==> src/pkg/pcpm_pkg.sv <==
package pcpm_pkg;

  // ----------------------------------------------------------------
  // Widths and field layout
  // ----------------------------------------------------------------
  localparam int unsigned PCPM_PC_W = 24;
  localparam int unsigned PCPM_ADDR_W = 18;
  localparam int unsigned PCPM_UPPER_LSB = 16;
  localparam int unsigned PCPM_UPPER_W = 8;
  localparam int unsigned PCPM_LOWER_W = 16;
  localparam int unsigned PCPM_CLEAR_BIT = 0;

  // ----------------------------------------------------------------
  // Register indices; the byte address is four times the index
  // ----------------------------------------------------------------
  localparam logic [15:0] PCPM_IDX_CLEAR = 16'hF462;
  localparam logic [15:0] PCPM_IDX_FRAME_HIGH = 16'hF463;
  localparam logic [15:0] PCPM_IDX_FRAME_LOW = 16'hF464;
  localparam logic [15:0] PCPM_IDX_ALLTIME_HIGH = 16'hF465;
  localparam logic [15:0] PCPM_IDX_ALLTIME_LOW = 16'hF466;

  localparam logic [17:0] PCPM_ADDR_CLEAR = {PCPM_IDX_CLEAR, 2'h0};
  localparam logic [17:0] PCPM_ADDR_FRAME_HIGH = {PCPM_IDX_FRAME_HIGH, 2'h0};
  localparam logic [17:0] PCPM_ADDR_FRAME_LOW = {PCPM_IDX_FRAME_LOW, 2'h0};
  localparam logic [17:0] PCPM_ADDR_ALLTIME_HIGH = {PCPM_IDX_ALLTIME_HIGH, 2'h0};
  localparam logic [17:0] PCPM_ADDR_ALLTIME_LOW = {PCPM_IDX_ALLTIME_LOW, 2'h0};

  // ----------------------------------------------------------------
  // Reset values
  // ----------------------------------------------------------------
  localparam logic [23:0] PCPM_PEAK_RST = 24'h000000;
  localparam logic PCPM_CLEAR_RST = 1'b0;
  localparam logic [31:0] PCPM_DATA_RST = 32'h00000000;

  // ----------------------------------------------------------------
  // Bus slave states
  // ----------------------------------------------------------------
  typedef enum logic [0:0] {
    PCPM_APB_IDLE = 1'b0,
    PCPM_APB_ACK = 1'b1
  } pcpm_apb_state_t;

endpackage

==> src/verilog/pcpm_peak_tracker.sv <==
`timescale 1ns/1ns
module pcpm_peak_tracker (
  input wire logic clk_sys,
  input wire logic rst,
  input wire logic [23:0] pc_value,
  input wire logic pc_valid,
  input wire logic frame_boundary,
  input wire logic clear,
  output logic [23:0] frame_peak,
  output logic [23:0] alltime_peak
);

  // ----------------------------------------------------------------
  // Peak tracking
  // ----------------------------------------------------------------
  logic [23:0] running_peak;
  logic [23:0] next_running_peak;
  logic [23:0] next_frame_peak;
  logic [23:0] next_alltime_peak;
  logic [23:0] sample;
  logic [23:0] running_now;

  always_comb begin
    sample = pc_valid ? pc_value : pcpm_pkg::PCPM_PEAK_RST;
    // The boundary cycle's own sample still belongs to the closing frame.
    running_now = (sample > running_peak) ? sample : running_peak;
    next_running_peak = running_now;
    next_frame_peak = frame_peak;
    next_alltime_peak = alltime_peak;
    if (clear) begin
      // While clear is held every figure stays at zero and nothing updates.
      next_running_peak = pcpm_pkg::PCPM_PEAK_RST;
      next_frame_peak = pcpm_pkg::PCPM_PEAK_RST;
      next_alltime_peak = pcpm_pkg::PCPM_PEAK_RST;
    end else if (frame_boundary) begin
      next_frame_peak = running_now;
      next_running_peak = pcpm_pkg::PCPM_PEAK_RST;
      if (running_now > alltime_peak) begin
        next_alltime_peak = running_now;
      end
    end
  end

  always_ff @(posedge clk_sys or posedge rst) begin
    if (rst) begin
      running_peak <= pcpm_pkg::PCPM_PEAK_RST;
      frame_peak <= pcpm_pkg::PCPM_PEAK_RST;
      alltime_peak <= pcpm_pkg::PCPM_PEAK_RST;
    end else begin
      running_peak <= next_running_peak;
      frame_peak <= next_frame_peak;
      alltime_peak <= next_alltime_peak;
    end
  end

endmodule

==> src/verilog/pcpm_monitor.sv <==
`timescale 1ns/1ns
module pcpm_monitor (
  input wire logic clk_sys,
  input wire logic rst,
  input wire logic psel,
  input wire logic penable,
  input wire logic pwrite,
  input wire logic [17:0] paddr,
  input wire logic [31:0] pwdata,
  input wire logic [3:0] pstrb,
  output logic [31:0] prdata,
  output logic pready,
  output logic pslverr,
  input wire logic [23:0] pc_value,
  input wire logic pc_valid,
  input wire logic frame_boundary,
  output logic pc_clear
);

  // ----------------------------------------------------------------
  // Peak figures
  // ----------------------------------------------------------------
  logic [23:0] frame_peak;
  logic [23:0] alltime_peak;

  pcpm_peak_tracker u_tracker (
    .clk_sys(clk_sys),
    .rst(rst),
    .pc_value(pc_value),
    .pc_valid(pc_valid),
    .frame_boundary(frame_boundary),
    .clear(pc_clear),
    .frame_peak(frame_peak),
    .alltime_peak(alltime_peak)
  );

  // ----------------------------------------------------------------
  // Address decode and read data
  // ----------------------------------------------------------------
  logic addr_hit;
  logic [31:0] read_word;

  always_comb begin
    addr_hit = 1'b1;
    read_word = pcpm_pkg::PCPM_DATA_RST;
    unique case (paddr)
      pcpm_pkg::PCPM_ADDR_CLEAR: begin
        read_word[pcpm_pkg::PCPM_CLEAR_BIT] = pc_clear;
      end
      pcpm_pkg::PCPM_ADDR_FRAME_HIGH: begin
        read_word[pcpm_pkg::PCPM_UPPER_W-1:0] =
          frame_peak[pcpm_pkg::PCPM_PC_W-1:pcpm_pkg::PCPM_UPPER_LSB];
      end
      pcpm_pkg::PCPM_ADDR_FRAME_LOW: begin
        read_word[pcpm_pkg::PCPM_LOWER_W-1:0] =
          frame_peak[pcpm_pkg::PCPM_LOWER_W-1:0];
      end
      pcpm_pkg::PCPM_ADDR_ALLTIME_HIGH: begin
        read_word[pcpm_pkg::PCPM_UPPER_W-1:0] =
          alltime_peak[pcpm_pkg::PCPM_PC_W-1:pcpm_pkg::PCPM_UPPER_LSB];
      end
      pcpm_pkg::PCPM_ADDR_ALLTIME_LOW: begin
        read_word[pcpm_pkg::PCPM_LOWER_W-1:0] =
          alltime_peak[pcpm_pkg::PCPM_LOWER_W-1:0];
      end
      default: begin
        addr_hit = 1'b0;
      end
    endcase
  end

  // ----------------------------------------------------------------
  // Bus slave and clear control
  // ----------------------------------------------------------------
  pcpm_pkg::pcpm_apb_state_t state;
  pcpm_pkg::pcpm_apb_state_t next_state;
  logic next_pready;
  logic next_pslverr;
  logic [31:0] next_prdata;
  logic next_pc_clear;

  // The answer is prepared in the setup cycle so that pready, prdata and
  // pslverr all come straight from flip-flops with no wait state.
  always_comb begin
    next_state = state;
    next_pready = 1'b0;
    next_pslverr = 1'b0;
    next_prdata = pcpm_pkg::PCPM_DATA_RST;
    next_pc_clear = pc_clear;
    unique case (state)
      pcpm_pkg::PCPM_APB_IDLE: begin
        if (psel && !penable) begin
          next_state = pcpm_pkg::PCPM_APB_ACK;
          next_pready = 1'b1;
          next_pslverr = !addr_hit;
          next_prdata = pwrite ? pcpm_pkg::PCPM_DATA_RST : read_word;
        end
      end
      pcpm_pkg::PCPM_APB_ACK: begin
        next_state = pcpm_pkg::PCPM_APB_IDLE;
        // Peak words are read-only; writes to them are dropped silently.
        if (psel && penable && pwrite && (paddr == pcpm_pkg::PCPM_ADDR_CLEAR) &&
            pstrb[0]) begin
          next_pc_clear = pwdata[pcpm_pkg::PCPM_CLEAR_BIT];
        end
      end
    endcase
  end

  always_ff @(posedge clk_sys or posedge rst) begin
    if (rst) begin
      state <= pcpm_pkg::PCPM_APB_IDLE;
      pready <= 1'b0;
      pslverr <= 1'b0;
      prdata <= pcpm_pkg::PCPM_DATA_RST;
      pc_clear <= pcpm_pkg::PCPM_CLEAR_RST;
    end else begin
      state <= next_state;
      pready <= next_pready;
      pslverr <= next_pslverr;
      prdata <= next_prdata;
      pc_clear <= next_pc_clear;
    end
  end

endmodule

==> config.mk <==
export PLATFORM = sky130hd
export DESIGN_NAME = pcpm_monitor
export DESIGN_NICKNAME = d
export VERILOG_FILES = /design/src/pkg/pcpm_pkg.sv /design/src/verilog/pcpm_peak_tracker.sv /design/src/verilog/pcpm_monitor.sv
export SDC_FILE = /design/constraint.sdc
export NUM_CORES = 1
export LEC_CHECK = 0
export ABC_AREA = 1
export BUFFER_PORTS_ARGS = -buffer_cell sky130_fd_sc_hd__buf_2
export CAP_MARGIN = 10
export CORE_MARGIN = 1
export CORE_UTILIZATION = 40
export DETAILED_ROUTE_END_ITERATION = 8
export PLACE_DENSITY = 0.63
export SYNTH_ARGS = -nofsm -noshare
export SYNTH_HDL_FRONTEND = slang
export SYNTH_SLANG_ARGS = --single-unit
==> constraint.sdc <==
create_clock -name clk_sys -period 3.8 [get_ports clk_sys]
set_clock_uncertainty 0.15 [all_clocks]
set_input_delay 0.76 -clock clk_sys [delete_from_list [all_inputs] [get_ports clk_sys]]
set_output_delay 0.76 -clock clk_sys [all_outputs]
set_load 0.05 [all_outputs]
# == Word level (Yosys, flattened, before mapping) ==
# Cells that the tools add are included.
# Widths: inputs -> output; s select.
# totals
ff_bits,108
inputBits,85
out_inout_bits,35
elab_cells,49
# op_classes
order_cmp,2
eq_ne,5
n_mux,21
bitwise_logic,1
reduce_logical,12
# ops
cell,count
$mux 24,9
$eq 18x18->1 const B,5
$gt 24x24->1,2
$mux 16,3
$pmux 7 s4,1
$pmux 8 s2,1
$logic_and 1x1->1,5
$mux 1,5
$pmux 1 s5,1
$reduce_or 5->1,1
$reduce_and 2->1,2
$reduce_bool 2->1,2
$logic_not 1->1,2
$pmux 1 s2,1
$not 1->1,1

# == Longest topological paths before layout ==
# depth
depth_word,7
ltp_mapped,31
mapped_depth_nobuf,28

# == Cells and area by module ==
# Synthesis repeated with hierarchy kept, for this count alone.
# unflattened
cells_unflattened,818
area_unflattened_um2,6222.2
# by_module_without_submodules
mod,instances,cells_each,area_per_inst_um2,seq_area_each_um2
pcpm_peak_tracker,1,632,4869.7,1801.7
pcpm_monitor,1,186,1352.5,475.5

# == Worst setup path after synthesis ==
# No wires, ideal clock.
# synth_path
path_type,input to register
startpoint,input pc_valid
endpoint,register u_tracker.alltime_peak[10]
setup_ns,0.118
arrival_ns,3.694
required_ns,3.532
setup_slack_ns,-0.162
stages,25
path_buffers,3
cell_sequence,clkbuf_1 nand2_1 inv_1 ha_1 a21oi_1 nand2_1 a21oi_1 nand3_2 nand2_2 buf_6 nand2_1 and2_1 ha_1 nand2_1 inv_1 nand3_1 nor2_1 nand2_1 a21oi_2 nor2_1 nor2_4 nor2_4 buf_4 nand2_1 nand2_1
# synth_via
elab_chain_len,6
# synth_rtl
item,line,text
from (decl),pcpm_monitor.sv:15,"input wire logic pc_valid,"
$mux 24 *,pcpm_peak_tracker.sv:24,sample = pc_valid ? pc_value : pcpm_pkg::PCPM_PEAK_RST;
$gt 24x24->1,pcpm_peak_tracker.sv:26,running_now = (sample > running_peak) ? sample : running_peak;
$mux 24 *,pcpm_peak_tracker.sv:26,
$gt 24x24->1 / $mux 24 (equally long branches),pcpm_peak_tracker.sv:38,if (running_now > alltime_peak) begin
$reduce_bool 2->1 (no source line) / $mux 24 (equally long branches),n/a,
$reduce_and 2->1 (no source line) / $mux 24 (equally long branches),n/a,
to (signal assigned),pcpm_peak_tracker.sv:48,alltime_peak <= pcpm_pkg::PCPM_PEAK_RST;
to (signal assigned),pcpm_peak_tracker.sv:52,alltime_peak <= next_alltime_peak;
to (decl),pcpm_peak_tracker.sv:10,output logic [23:0] alltime_peak
# Every way passes the cells marked *; elsewhere a longest branch is shown, timed or not. The select of a mux whose other input is x is not followed.
# A chain may end at the register's enable or synchronous reset.

# == Worst setup path in the final report ==
# layout_path
startpoint,input pc_valid
endpoint,register u_tracker.alltime_peak[22]
# Same word-level chain as after synthesis.

==> impl_metrics.json <==
{
  "status": "finished with violations",
  "violations": "negative setup slack",
  "routedWlPerCell_um": 14.83,
  "critPathTopFamily": "simple AND/OR/NAND/NOR gates",
  "power_w": 0.002869,
  "yosysSeqAreaShare_pct": 38.16,
  "vdd_ir_drop_max_v": 0.0002121,
  "p_sw_w": 0.0008778,
  "wl_um": 17290,
  "die_w_um": 124.1,
  "p_per_area_nw_per_um2": 327.4,
  "place_ws_ps": -536.3,
  "setup_viol": 24,
  "holdBufCountCts": 0,
  "hold_ws_ps": 325.7,
  "timing.max_slew.rel_slack_pct": 23.40,
  "fp.dieH_um": 124.1,
  "portBuffers": 69,
  "synth_top_area_share_pct": 38.16,
  "synth_largest_area_cell": "dfrtp_1",
  "worst-path-buf-inv": 7,
  "crit_path_frequent_cell": "nor2_4",
  "fill_cells": 1276,
  "nNetsFinal": 1110,
  "final_common_cell": "nand2_1",
  "cts_root_buf": "clkbuf_16",
  "wl_met2_um": 8141,
  "grt_pass1_vias": 5509,
  "yosysUniqueCellTypes": 31,
  "cts_sinks": 91,
  "vias": 5863,
  "start_kind": "input pin",
  "crit_path_end_kind": "flip-flop",
  "synthesis.area_um2": 5967,
  "async_reset_ff_share_pct": 100.0,
  "rsz0062_at_grt": "true",
  "cts_buffers": 9,
  "clock_latency_ps": 350,
  "grt_max_degree": 73,
  "drc_errors": 0,
  "ys_top_cells_by_area": "dfrtp_1 38%, nand2_1 16%, ha_1 10%",
  "route.met3.wl_um": 1056,
  "setup_tns_ps": -4170,
  "coreArea_um2": 14530,
  "diodes": 0,
  "dp_hpwl_um": 11800,
  "slew_violations": 0,
  "synth_flop_cell": "dfrtp_1",
  "comb_power_share_pct": 32.0,
  "grt_antenna_before_repair": 0,
  "worst-path-max-fanout": 8,
  "layout_setup_ws_ps": -211.8,
  "cp_slowest_cell": "ha_4",
  "area_delta_synth_final_pct": 46.87,
  "std_cell_rows": 44,
  "first_pass_iters": 5,
  "grt_overflow": 0,
  "max_freq_ghz": 0.2493,
  "finalHoldViolCount": 0,
  "die_area_um2": 15410,
  "yosysWarnings": 0,
  "p_sw_share_pct": 30.60,
  "avgViaCountPerCell": 5.028,
  "synth_enable_flop_cells": 0,
  "cp.required_ps": 3880,
  "cts.clk_slew.worst_paths_ps": 70,
  "clockBufferDepth": 2,
  "p_leak_nw": 4.568,
  "finalCritPeriodShare_pct": 105.6,
  "hold_depth": 1,
  "power.internal_w": 0.001991,
  "gp_congestion": 0.8293,
  "slowest_delay_ps": 270,
  "highest_layer": "met4",
  "io_pins": 120,
  "period_minus_slack_ps": 4012,
  "avgSynthCellArea_um2": 7.440,
  "cp_data_arrival_time_ps": 4090,
  "min_path_type": "reg2reg",
  "drv_cap": 0,
  "htree_levels": 3,
  "synth_cells": 802,
  "ant_nets": 0,
  "p_seq_share_pct": 33.8,
  "ys_seq_elements": 91,
  "grt_first_pass_wirelength_um": 27490,
  "wl_met1_um": 7841,
  "initial_core_util_pct": 41.06,
  "drive_gt1_share_pct": 38.90,
  "layout_common_cells": "191 x nand2_1, 95 x buf_4, 91 x dfrtp_1",
  "clock_power_share_pct": 34.2,
  "worstSetupPathType": "in2reg",
  "reg2reg_depth": 22,
  "worst_pin_slew_ps": 1149,
  "track_usage_pct": 23.57,
  "cts_tree": "yes",
  "path_depth": 27,
  "first_iter_violations": 397
}
final timing paths:
path | start | end | slack [ps]
hold / removal | pready | pready | 330
setup / recovery | pc_valid | u_tracker.alltime_peak[22] | -210
setup reg to reg | u_tracker.running_peak[19] | u_tracker.alltime_peak[22] | 30
hold reg to reg | pready | pready | 330
max in group asynchronous | rst | u_tracker.running_peak[19] | 2290
min in group asynchronous | rst | prdata[9] | 430
repair_timing:
action                     in CTS  in global routing
pin swaps                      33                 55
buffers inserted               20                  2
hold endpoints to repair        0                  0
gates cloned                    3                  2
setup endpoints to repair      24                 24
gates resized for setup       118                 40
power groups by stage:
stage / Clock (W) / Sequential [W] / Combinational [W]
global placement: 0 / 0.000988 / 0.000679
global route: 0.00103 / 0.000969 / 0.00101
floorplan: 0 / 0.000993 / 0.000427
detailed placement: 0 / 0.000988 / 0.000693
CTS: 0.000996 / 0.000970 / 0.000834
finish: 0.000981 / 0.000970 / 0.000918
worst reg2reg max path, cell delays in order (launching register included):
cell,delay (ps)
dfrtp_1,370
inv_1,220
ha_4,260
a21oi_1,160
nand2_2,90
a21oi_4,200
nand3_4,160
nand2_8,140
buf_12,140
nand2_4,50
and2_4,140
ha_4,270
nand4_1,210
nor2_4,200
nand2_4,80
a21oi_4,130
nor2_4,60
nor2_4,170
nor2_4,80
buf_6,140
buf_16,130
nand2_1,50
nand2_1,50
synth_stat cells, types with 2 or more instances:
master    number
a21o_1         4
a21oi_1       31
and2_1        24
buf_1          3
buf_2          4
buf_4         17
buf_6          6
clkbuf_1      13
dfrtp_1       91
ha_1          48
inv_1         98
inv_2          3
nand2_1      250
nand2_2        3
nand2_4        3
nand3_1       61
nand3_2        2
nand4_1       53
nor2_1        64
nor2_2         5
nor2_4         4
nor2_8         2
nor3_1         4
o21ai_0        2
logic make-up after synthesis:
| kind of cell | after synthesis | share of synthesized area [%] |
|---|---|---|
| other cells | 1 | 0.06285 |
| buf+inv | 144 | 10.97 |
| simple gates | 478 | 37.09 |
| flops | 91 | 38.16 |
| compound gates | 40 | 3.649 |
| fa+ha+maj | 48 | 10.07 |
registers in the layout, summed over array words and instances (netlist names):
| signal | flops |
|---|---|
| u_tracker.frame_peak | 24 |
| u_tracker.running_peak | 24 |
| u_tracker.alltime_peak | 24 |
| pready | 1 |
| pc_clear | 1 |
| pslverr | 1 |
| prdata | 16 |
per-stage QoR:
step	cell area [um2]	std cells	utilization [%]
2_1_floorplan	6396	817	-
3_3_place_gp	7466	1126	51.37
3_5_place_dp	7466	1126	51.37
4_1_cts	8561	1164	58.90
5_1_grt	8763	1166	60.30
6_report	8763	1166	60.30
metal layers:
metal | global-route usage (%) | up-vias
met3 | 2.930 | 19
met1 | 33.00 | 2744
li1 | - | 2889
met4 | 6.845 | 0
met5 | 0 | -
met2 | 37.98 | 211
area by class of cell:
cell class / instances / area (um2) / area share, %
Clock buffer: 9 / 225.2 / 2.570
Multi-Input combinational cell: 582 / 3985 / 45.47
Clock inverter: 7 / 100.1 / 1.142
Tap cell: 184 / 230.2 / 2.627
Timing Repair Buffer: 192 / 1560 / 17.80
Sequential cell: 91 / 2277 / 25.99
Inverter: 101 / 385.4 / 4.397
Power figures use the tool's default switching activity.
